**src/hw/fspr_defs.vh**
```
// Command codes, field positions and timing counts for the fault pin status block
`ifndef FSPR_DEFS_VH
`define FSPR_DEFS_VH
// ==========================================================
// Command codes
`define FSPR_CMD_CLEAR 8'h03
`define FSPR_CMD_SUM_BYTE 8'h78
`define FSPR_CMD_SUM_WORD 8'h79
`define FSPR_CMD_VOUT 8'h7A
`define FSPR_CMD_IOUT 8'h7B
`define FSPR_CMD_INPUT 8'h7C
`define FSPR_CMD_TEMP 8'h7D
`define FSPR_CMD_CML 8'h7E
`define FSPR_CMD_VENDOR 8'h80
`define FSPR_CMD_SEL0 8'hD5
`define FSPR_CMD_SEL1 8'hD6
`define FSPR_CMD_PADS 8'hE5
`define FSPR_CMD_COMMON 8'hEF
// ==========================================================
// Pages and reset values
`define FSPR_PAGE_ALL 8'hFF
`define FSPR_SEL_RST 4'h0
`define FSPR_PAD_RST 16'h0000
// ==========================================================
// Field positions
`define FSPR_VOUT_OV_BIT 7
`define FSPR_IOUT_OC_BIT 7
`define FSPR_VIN_UV_BIT 4
`define FSPR_VND_PIN0_BIT 0
`define FSPR_VND_PIN1_BIT 1
// ==========================================================
// Timing: qualification time in ns, clock period in ns
`define FSPR_QUAL_NS 10000
`define FSPR_CLK_NS 25
`define FSPR_QUAL_CYC ((`FSPR_QUAL_NS + `FSPR_CLK_NS - 1) / `FSPR_CLK_NS)
`define FSPR_QCNT_W 9
`endif

```
**src/hw/fspr_sticky.v**
```verilog
// Sticky status flag bank with set winning over clear
`timescale 1ns/1ps
module fspr_sticky #(
   parameter W = 8
) (
   input wire sys_clk,
   input wire rst,
   input wire [W-1:0] set_in,
   input wire clr,
   output reg [W-1:0] flags_ff
);
   // ==========================================================
   // Flag storage
   wire [W-1:0] nxt_flags;
   // A fault still present re-sets its bit right after a clear
   assign nxt_flags = set_in | (clr ? {W{1'b0}} : flags_ff);
   always @(posedge sys_clk or posedge rst) begin
      if (rst) begin
         flags_ff <= {W{1'b0}};
      end else begin
         flags_ff <= nxt_flags;
      end
   end
endmodule // fspr_sticky

```
**src/hw/fspr_pin_qual.v**
```verilog
// Synchroniser and low-time qualifier for one shared fault pin
`timescale 1ns/1ps
`include "fspr_defs.vh"
module fspr_pin_qual (
   input wire sys_clk,
   input wire rst,
   input wire pin_in_n,
   output reg qual_ff
);
   // ==========================================================
   // Two-stage synchroniser; only the second stage is read
   reg meta_ff;
   reg sync_n_ff;
   always @(posedge sys_clk or posedge rst) begin
      if (rst) begin
         meta_ff <= 1'b1;
         sync_n_ff <= 1'b1;
      end else begin
         meta_ff <= pin_in_n;
         sync_n_ff <= meta_ff;
      end
   end
   // ==========================================================
   // Low-time counter, restarted on every release
   // Cut to the counter width on purpose; the count fits in nine bits
   localparam integer QUAL_INT = `FSPR_QUAL_CYC;
   localparam [`FSPR_QCNT_W-1:0] QUAL_LAST = QUAL_INT[`FSPR_QCNT_W-1:0] - 1'b1;
   reg [`FSPR_QCNT_W-1:0] cnt_ff;
   reg [`FSPR_QCNT_W-1:0] nxt_cnt;
   reg nxt_qual;
   always @* begin
      nxt_cnt = cnt_ff;
      nxt_qual = qual_ff;
      if (sync_n_ff) begin
         nxt_cnt = {`FSPR_QCNT_W{1'b0}};
         nxt_qual = 1'b0;
      end else if (cnt_ff == QUAL_LAST) begin
         nxt_qual = 1'b1;
      end else begin
         nxt_cnt = cnt_ff + 1'b1;
      end
   end
   always @(posedge sys_clk or posedge rst) begin
      if (rst) begin
         cnt_ff <= {`FSPR_QCNT_W{1'b0}};
         qual_ff <= 1'b0;
      end else begin
         cnt_ff <= nxt_cnt;
         qual_ff <= nxt_qual;
      end
   end
endmodule // fspr_pin_qual

```
**src/hw/fspr_top.v**
```verilog
// Shared fault pin response and fault/warning status command set
`timescale 1ns/1ps
`include "fspr_defs.vh"
// Summary of operation
// - Selected channel shuts down only if pin still low after 10 us.
// - Channel turns back on when pin releases, via sequencer delays.
// - Response bit zero: pin assertion is ignored for that channel.
// - Pin-caused shutdown pulls alert low and sets vendor status flag.
// - Two response registers; bit n selects channel n, channels 3..0.
// - Upper four response bits read as zero, writes ignored.
// - Clear command wipes unpaged flags and selected page flags.
// - Clear command releases the alert contribution at once.
// - Clear command never restarts a latched-off channel.
// - Fault still present after clear sets bit and alert again.
// - Clear with global page acts on all pages.
// - Summary byte: busy, off, ov, oc, vin uv, temp, cml, other.
// - Paged summary word; low byte equals summary byte.
// - Paged voltage and current flag bytes for selected channel.
// - Unpaged input supply flag byte.
// - Unpaged communication and memory flag byte.
// - Paged external temperature flag byte.
// - Paged vendor fault and state flag byte.
// - Unpaged read/write word reporting digital pad states.
// - Unpaged read byte of common vendor status bits.
// - Response registers unpaged read/write bytes, default zero.
// - Off flag set whenever channel is not delivering power.
module fspr_top (
   input wire sys_clk,
   input wire rst,
   // Shared fault pins, active low, asynchronous
   input wire shared_fault_pin_0_n,
   input wire shared_fault_pin_1_n,
   // Host alert line, open drain
   input wire host_alert_line_in_n,
   output wire host_alert_line_out_n,
   output wire host_alert_line_oe,
   // Command port from the bus engine
   input wire cmd_valid,
   input wire cmd_write,
   input wire [7:0] cmd_code,
   input wire [15:0] cmd_wdata,
   input wire [7:0] page_sel,
   output reg cmd_done_ff,
   output reg cmd_err_ff,
   output reg [15:0] cmd_rdata_ff,
   // Fault sources, levels, one bit per flag
   input wire [31:0] vout_fault,
   input wire [31:0] iout_fault,
   input wire [31:0] temp_fault,
   input wire [31:0] vendor_fault,
   input wire [7:0] input_fault,
   input wire [7:0] cml_fault,
   input wire [7:0] common_state,
   input wire [3:0] chan_power_on,
   input wire [3:0] power_not_good,
   input wire busy,
   // Pads, asynchronous
   input wire [15:0] pad_state,
   output reg [15:0] pad_ctrl_ff,
   // Channel control towards the sequencer
   output wire [3:0] chan_pin_shutdown,
   output reg [3:0] chan_restart_ff
);
   // ==========================================================
   // Fault pin qualification
   wire pin0_qual;
   wire pin1_qual;
   fspr_pin_qual u_pin0 (
      .sys_clk(sys_clk),
      .rst(rst),
      .pin_in_n(shared_fault_pin_0_n),
      .qual_ff(pin0_qual)
   );
   fspr_pin_qual u_pin1 (
      .sys_clk(sys_clk),
      .rst(rst),
      .pin_in_n(shared_fault_pin_1_n),
      .qual_ff(pin1_qual)
   );

   // ==========================================================
   // Response registers, only four bits are stored
   reg [3:0] pin0_sel_ff;
   reg [3:0] pin1_sel_ff;
   wire wr_strobe;
   assign wr_strobe = cmd_valid & cmd_write;
   always @(posedge sys_clk or posedge rst) begin
      if (rst) begin
         pin0_sel_ff <= `FSPR_SEL_RST;
         pin1_sel_ff <= `FSPR_SEL_RST;
         pad_ctrl_ff <= `FSPR_PAD_RST;
      end else if (wr_strobe) begin
         if (cmd_code == `FSPR_CMD_SEL0) begin
            pin0_sel_ff <= cmd_wdata[3:0];
         end else if (cmd_code == `FSPR_CMD_SEL1) begin
            pin1_sel_ff <= cmd_wdata[3:0];
         end else if (cmd_code == `FSPR_CMD_PADS) begin
            pad_ctrl_ff <= cmd_wdata;
         end
      end
   end

   // ==========================================================
   // Per-channel shutdown; a zero select bit masks the pin
   wire [3:0] shut_p0;
   wire [3:0] shut_p1;
   reg [3:0] shut_p0_ff;
   reg [3:0] shut_p1_ff;
   assign shut_p0 = {4{pin0_qual}} & pin0_sel_ff;
   assign shut_p1 = {4{pin1_qual}} & pin1_sel_ff;
   // Held only while a pin stays qualified, so clearing flags cannot restart
   assign chan_pin_shutdown = shut_p0_ff | shut_p1_ff;
   always @(posedge sys_clk or posedge rst) begin
      if (rst) begin
         shut_p0_ff <= 4'h0;
         shut_p1_ff <= 4'h0;
         chan_restart_ff <= 4'h0;
      end else begin
         shut_p0_ff <= shut_p0;
         shut_p1_ff <= shut_p1;
         // Restart pulse on release; sequencer applies turn-on delay and rise
         chan_restart_ff <= chan_pin_shutdown & ~(shut_p0 | shut_p1);
      end
   end
   // ==========================================================
   // Clear decoding: unpaged always, paged by page or global page
   wire clr_cmd;
   wire page_all;
   reg [3:0] page_hit;
   assign clr_cmd = wr_strobe & (cmd_code == `FSPR_CMD_CLEAR);
   assign page_all = (page_sel == `FSPR_PAGE_ALL);
   always @* begin
      page_hit = 4'h0;
      if (page_all) begin
         page_hit = 4'hF;
      end else if (page_sel < 8'h04) begin
         page_hit[page_sel[1:0]] = 1'b1;
      end
   end
   wire [3:0] clr_chan;
   assign clr_chan = {4{clr_cmd}} & page_hit;

   // ==========================================================
   // Paged flag banks
   wire [31:0] vout_flags;
   wire [31:0] iout_flags;
   wire [31:0] temp_flags;
   wire [31:0] vnd_flags;
   wire [31:0] vnd_set;
   genvar g;
   generate
      for (g = 0; g < 4; g = g + 1) begin : g_chan
         // Held pin shutdowns feed the vendor byte, so a clear cannot hide them
         assign vnd_set[g*8 +: 8] = vendor_fault[g*8 +: 8]
            | ({7'h00, shut_p0[g]} << `FSPR_VND_PIN0_BIT)
            | ({7'h00, shut_p1[g]} << `FSPR_VND_PIN1_BIT);
         fspr_sticky #(.W(8)) u_vout (
            .sys_clk(sys_clk),
            .rst(rst),
            .set_in(vout_fault[g*8 +: 8]),
            .clr(clr_chan[g]),
            .flags_ff(vout_flags[g*8 +: 8])
         );
         fspr_sticky #(.W(8)) u_iout (
            .sys_clk(sys_clk),
            .rst(rst),
            .set_in(iout_fault[g*8 +: 8]),
            .clr(clr_chan[g]),
            .flags_ff(iout_flags[g*8 +: 8])
         );
         fspr_sticky #(.W(8)) u_temp (
            .sys_clk(sys_clk),
            .rst(rst),
            .set_in(temp_fault[g*8 +: 8]),
            .clr(clr_chan[g]),
            .flags_ff(temp_flags[g*8 +: 8])
         );
         fspr_sticky #(.W(8)) u_vnd (
            .sys_clk(sys_clk),
            .rst(rst),
            .set_in(vnd_set[g*8 +: 8]),
            .clr(clr_chan[g]),
            .flags_ff(vnd_flags[g*8 +: 8])
         );
      end
   endgenerate

   // ==========================================================
   // Unpaged flag banks
   wire [7:0] input_flags;
   wire [7:0] cml_flags;
   fspr_sticky #(.W(8)) u_input (
      .sys_clk(sys_clk),
      .rst(rst),
      .set_in(input_fault),
      .clr(clr_cmd),
      .flags_ff(input_flags)
   );
   fspr_sticky #(.W(8)) u_cml (
      .sys_clk(sys_clk),
      .rst(rst),
      .set_in(cml_fault),
      .clr(clr_cmd),
      .flags_ff(cml_flags)
   );

   // ==========================================================
   // Alert: any new or persisting fault notifies; clear releases
   wire any_set;
   reg alert_ff;
   assign any_set = (|vout_fault) | (|iout_fault) | (|temp_fault) | (|vnd_set)
      | (|input_fault) | (|cml_fault);
   always @(posedge sys_clk or posedge rst) begin
      if (rst) begin
         alert_ff <= 1'b0;
      end else if (any_set) begin
         alert_ff <= 1'b1;
      end else if (clr_cmd) begin
         alert_ff <= 1'b0;
      end
   end
   // Open drain: drive low only while asserting
   assign host_alert_line_out_n = 1'b0;
   assign host_alert_line_oe = alert_ff;

   // ==========================================================
   // Pad synchroniser; only the second stage is read
   reg [15:0] pad_meta_ff;
   reg [15:0] pad_sync_ff;
   always @(posedge sys_clk or posedge rst) begin
      if (rst) begin
         pad_meta_ff <= 16'h0000;
         pad_sync_ff <= 16'h0000;
      end else begin
         pad_meta_ff <= pad_state;
         pad_sync_ff <= pad_meta_ff;
      end
   end

   // ==========================================================
   // Summary word of one channel
   function [15:0] sum_word;
      input [7:0] v;
      input [7:0] i;
      input [7:0] t;
      input [7:0] m;
      input [7:0] inp;
      input [7:0] cml;
      input off;
      input bsy;
      input pgn;
      begin
         // Low byte doubles as the summary byte
         sum_word = {|v, |i, |inp, |m, pgn, 3'b000,
            bsy, off, v[`FSPR_VOUT_OV_BIT], i[`FSPR_IOUT_OC_BIT],
            inp[`FSPR_VIN_UV_BIT], |t, |cml, |m};
      end
   endfunction

   // ==========================================================
   // Selected channel view; invalid page falls back to channel 0
   wire [1:0] ch;
   wire [3:0] chan_off;
   wire [15:0] word_sel;
   assign ch = (page_sel < 8'h04) ? page_sel[1:0] : 2'b00;
   // Off covers pin shutdown and any other reason for no power
   assign chan_off = ~chan_power_on | chan_pin_shutdown;
   assign word_sel = sum_word(vout_flags[ch*8 +: 8], iout_flags[ch*8 +: 8],
      temp_flags[ch*8 +: 8], vnd_flags[ch*8 +: 8], input_flags, cml_flags,
      chan_off[ch], busy, power_not_good[ch]);

   // ==========================================================
   // Read decode
   reg [15:0] nxt_rdata;
   reg nxt_err;
   always @* begin
      nxt_rdata = 16'h0000;
      nxt_err = 1'b0;
      if (cmd_code == `FSPR_CMD_SUM_BYTE) begin
         nxt_rdata = {8'h00, word_sel[7:0]};
      end else if (cmd_code == `FSPR_CMD_SUM_WORD) begin
         nxt_rdata = word_sel;
      end else if (cmd_code == `FSPR_CMD_VOUT) begin
         nxt_rdata = {8'h00, vout_flags[ch*8 +: 8]};
      end else if (cmd_code == `FSPR_CMD_IOUT) begin
         nxt_rdata = {8'h00, iout_flags[ch*8 +: 8]};
      end else if (cmd_code == `FSPR_CMD_INPUT) begin
         nxt_rdata = {8'h00, input_flags};
      end else if (cmd_code == `FSPR_CMD_TEMP) begin
         nxt_rdata = {8'h00, temp_flags[ch*8 +: 8]};
      end else if (cmd_code == `FSPR_CMD_CML) begin
         nxt_rdata = {8'h00, cml_flags};
      end else if (cmd_code == `FSPR_CMD_VENDOR) begin
         nxt_rdata = {8'h00, vnd_flags[ch*8 +: 8]};
      end else if (cmd_code == `FSPR_CMD_SEL0) begin
         nxt_rdata = {12'h000, pin0_sel_ff};
      end else if (cmd_code == `FSPR_CMD_SEL1) begin
         nxt_rdata = {12'h000, pin1_sel_ff};
      end else if (cmd_code == `FSPR_CMD_PADS) begin
         nxt_rdata = pad_sync_ff;
      end else if (cmd_code == `FSPR_CMD_COMMON) begin
         nxt_rdata = {8'h00, common_state};
      end else begin
         nxt_err = 1'b1;
      end
   end

   // ==========================================================
   // Writes accepted only for writable codes
   reg wr_ok;
   always @* begin
      wr_ok = 1'b0;
      if (cmd_code == `FSPR_CMD_CLEAR) begin
         wr_ok = 1'b1;
      end else if (cmd_code == `FSPR_CMD_SEL0) begin
         wr_ok = 1'b1;
      end else if (cmd_code == `FSPR_CMD_SEL1) begin
         wr_ok = 1'b1;
      end else if (cmd_code == `FSPR_CMD_PADS) begin
         wr_ok = 1'b1;
      end
   end

   // ==========================================================
   // Answer: one cycle after the request, data held until next
   always @(posedge sys_clk or posedge rst) begin
      if (rst) begin
         cmd_done_ff <= 1'b0;
         cmd_err_ff <= 1'b0;
         cmd_rdata_ff <= 16'h0000;
      end else begin
         cmd_done_ff <= cmd_valid;
         if (cmd_valid) begin
            if (cmd_write) begin
               cmd_err_ff <= ~wr_ok;
            end else begin
               cmd_err_ff <= nxt_err;
               cmd_rdata_ff <= nxt_rdata;
            end
         end else begin
            cmd_err_ff <= 1'b0;
         end
      end
   end
endmodule // fspr_top

```
**config.mk**
```make
export PLATFORM = sky130hd
export DESIGN_NAME = fspr_top
export DESIGN_NICKNAME = d
export VERILOG_FILES = /design/src/hw/fspr_sticky.v /design/src/hw/fspr_pin_qual.v /design/src/hw/fspr_top.v
export VERILOG_INCLUDE_DIRS = /design/src /design/src/hw
export SDC_FILE = /design/constraint.sdc
export NUM_CORES = 1
export LEC_CHECK = 0
export BUFFER_PORTS_ARGS = -buffer_cell sky130_fd_sc_hd__buf_4
export CORE_MARGIN = 2
export CORE_UTILIZATION = 35
export CTS_BUF_LIST = sky130_fd_sc_hd__clkbuf_8
export DETAILED_ROUTE_END_ITERATION = 10
export HOLD_SLACK_MARGIN = 0.02
export MAX_ROUTING_LAYER = met4
export PLACE_DENSITY_LB_ADDON = 0.1
export SYNTH_ARGS = -nofsm -noshare
export SYNTH_HDL_FRONTEND = slang
export SYNTH_SLANG_ARGS = --single-unit
```
**constraint.sdc**
```tcl
create_clock -name sys_clk -period 7.74 [get_ports sys_clk]
set_input_delay 1.161 -clock sys_clk [delete_from_list [all_inputs] [get_ports sys_clk]]
set_output_delay 1.161 -clock sys_clk [all_outputs]
set_load 0.01 [all_outputs]
```
==> metrics.md <==
| Metric | Value |
|---|---|
| Design Area, Final | 14,700 sq um |
| Worst path cell trace | buf_4 -> buf_4 -> inv_2 -> nor2_2 -> a32o_1 -> a2111oi_0 -> o32a_1 -> o22ai_1 -> a22o_1 |
| Slew margin rel. | a little under a fifth |
| H-tree depth | 2 |
| DIE AREA | 33,900 sq um |
| Post-DR wirelength/cell | ~23 microns |
| Initial Util | 35.7% |
| Switching power | 709 uW |
| Worst vdd ir | roughly 0.13 mV |
| CP delay by family, top | compound AO/OA/AOI/OAI gates |
| Largest net degree at the start of global routing | approximately 170 |
| Synth warn | 0 |
| Reg-to-reg endpoint | cmd_rdata_ff[0] |
| Initial antenna violation count | 1 |
| CTS buffer count | 45 |
| Cell Area, Synth | 11,400 sq um |
| Hpwl dp | 29,800 microns |
| Hold_buf cts | 0 |
| Area post-placement | 13,700 sq um |
| Max_cap viols | 0 |
| Worst skew pair latency | 0.56 ns |
| Worst Hold Path EP | pad_sync_ff[13] |
| Chip height | 184 microns |
| Synth async-reset ratio | 100% |
| Clk pin slew, worst setup/hold paths | 0.06 ns |
| Slack of the worst reg-to-reg path | 5.53 ns |
| Worst setup margin | 3.96 ns |
| Die X | 184 microns |
| Share of cells above drive strength 1 | 28.9% |
| CP endpoint kind | flip-flop |
| Final wirelength | 40,200 microns |
| Vias | 9,708 |
| Ys flop type | dfrtp_1 |
| Global routing's busiest layer | met2 |
| GPL Wtd Cong | about 0.94 |
| Met3 Use GR | approximately 4.5% |
| Worst-margin pin slew | 1.21 ns |
| Detail Route Antenna Nets | 0 |
| Class of the most critical setup path | in2reg |
| Maximum root-to-sink buffer count | 3 |
| Syn Inst Count | around 1,000 |
| Layout overhead on the synthesized area | 29.1% |
| Slowest cell delay on critical path | just over 0.8 ns |
| Leakage | 6.08 nW |
| Worst EP arrival | 4.28 ns |
| Vias in the first global route | 9,899 |
| Min-Delay Path Class | reg2reg |
| WP data required | 8.23 ns |
| Core Util, Final | 46.2% |
| Final setup fails | 0 |
| # DRC | 0 |
| R2R depth | 7 |
| Number of synthesized register bits | around 260 |
| Clock Sinks | 255 |
| Place WS | 3.33 ns |
| Port bufs | 257 |
| Postcts setup bufs | 0 |
| Minimum clock period | 3.78 ns |
| Worst Path Buf+Inv | 3 |
| Global routing usage on met1 | between 30% and 40% |
| Total Routing Usage GR | about 24% |
| Hold Startpoint | pad_meta_ff[13] |
| Critical Path Stages | 9 |
| Internal | 2.23 mW |
| Logic pwr share | under 10% |
| Seq pwr share | 46.5% |
| Met2 Usage GRT | 37.1% |
| Via density | 5.54 |
| Critical R2R Launch | pad_sync_ff[0] |
| PwrDens | 200 nW/um^2 |
| CTS tree | yes |
| Sw frac | between 20% and 30% |
| Clk pwr share | 45.4% |
| Commonest non-fill, non-tap cells in the layout | buf_4 (263), dfrtp_1 (251), a21o_1 (139) |
| Post-CTS sizing | 0 |
| 1st-iter DRT viols | about 730 |
| Crit-path max FO | 33 |
| Global-route wire length before repair | 60,000 microns |
| Final hold violation count | 0 |
| Fmax | 264 MHz |
| Grt ovf | 0 |
| Hold path cells | 0 |
| Row count | 65 |
| Root Buffer | clkbuf_8 |
| Syn Nets | approximately 1,200 |
| NumNets Final | 1,500 |
| Core area | 31,800 sq um |
| Netlist cell types | 70 |
| Pre-antenna DRT Iters | 5 |
| Commonest non-fill, non-tap cell in the layout | buf_4 |
| Max stage delay cell, worst path | nor2_2 |
| Mapped Avg Cell Area | roughly 11 sq um |
| Crit path top cell by count | buf_4 |
| I/O Pins | 260 |
| Skew final | 0.0282 ns |
| Tcrit/Tclk final | 48.9% |
| Slew Viols, Final | 0 |
| Launching element type of the critical path | input port |
| RSZ-0062 raised after global routing | no |
| Sequential share of the synthesized area | 56.2% |
| TNS Setup | 0 ns |
| Status | completed |
| EDFF count, synth | 0 |
[sequential cells by signal (all words and copies together), names as in the netlist, 8 cells and up]
signal / count
g_chan.u_iout.flags_ff: 32
g_chan.u_temp.flags_ff: 32
g_chan.u_vnd.flags_ff: 32
g_chan.u_vout.flags_ff: 32
cmd_rdata_ff: 16
pad_ctrl_ff: 16
pad_meta_ff: 16
pad_sync_ff: 16
u_pin0.cnt_ff: 9
u_pin1.cnt_ff: 9
u_cml.flags_ff: 8
u_input.flags_ff: 8
[power by group through the flow]
stage | clock, mW | sequential (mW) | combinational, mW
final | 1.33 | 1.37 | 0.236
after global routing | 1.43 | 1.37 | 0.256
after CTS | 1.37 | 1.37 | 0.238
after detailed placement | 0 | 1.39 | 0.237
after floorplan | 0 | 1.39 | 0.0819
after global placement | 0 | 1.39 | 0.237
[worst max-delay path by stage]
stage	slack (ns)	to	from
2_1_floorplan	3.22	chan_restart_ff[0]	rst
3_3_place_gp	3.42	cmd_rdata_ff[1]	page_sel[0]
3_5_place_dp	3.33	cmd_rdata_ff[1]	page_sel[0]
4_1_cts	3.97	cmd_rdata_ff[1]	page_sel[0]
5_1_grt	3.82	cmd_rdata_ff[1]	page_sel[0]
6_report	3.96	cmd_rdata_ff[1]	page_sel[0]
[area by class of cell]
class	instances	area [sq um]
flip-flops and latches	255	6390
clock inverters	21	144
diodes	1	2.50
repair buffers	264	1990
clock buffers	61	840
inverters	14	56.3
well taps	435	544
fillers	3101	17100
multi-input cells	702	4710
[synth_stat cells (10+ instances only)]
master	n	share of area (%)
nand2_1	74	2.4
o21ai_0	15	0.66
o211ai_1	16	1.1
a21oi_1	28	1.2
nor2_1	66	2.2
nor4_1	48	2.6
nor3_1	27	1.2
a22oi_1	10	0.66
buf_2	12	0.53
and2_1	15	0.83
mux2_2	23	2.3
a32oi_1	17	1.3
a21o_1	139	9.2
dfrtp_1	251	55
nand3_1	38	1.7
mux2i_1	26	2.3
inv_1	12	0.40
clkbuf_1	31	1.0
nand4_1	21	1.2
[worst register-to-register path: cells and delay by family (launching register included)]
family           cells  cell delay (ns)
AO/OA/AOI/OAI        4             1.16
AND/OR/NAND/NOR      3             0.69
flip-flops           1             0.31
[routing by layer]
layer / vias up / share of wire [%]
met3: 73 / 6.8
met5: - / 0
met1: 4919 / 45
met4: 0 / 2.8
met2: 349 / 45
li1: 4367 / -
[cell families after synthesis]
group | after synthesis | share of synthesized area [%]
compound gates | 297 | 19.3
xor+xnor | 12 | 0.925
fa+ha+maj | 2 | 0.220
buf+inv | 70 | 2.64
flops | 255 | 56.2
mux | 56 | 5.26
other cells | 1 | 0.0330
simple gates | 334 | 15.4
[per-stage QoR]
stage | std cells | total power, mW | hold WS [ns]
2_1_floorplan | 1027 | 1.47 | 0.331
3_3_place_gp | 1670 | 1.63 | 0.333
3_5_place_dp | 1670 | 1.63 | 0.335
4_1_cts | 1752 | 2.97 | 0.348
5_1_grt | 1753 | 3.06 | 0.357
6_report | 1753 | 2.94 | 0.345
(Power assumes the default switching activity.)
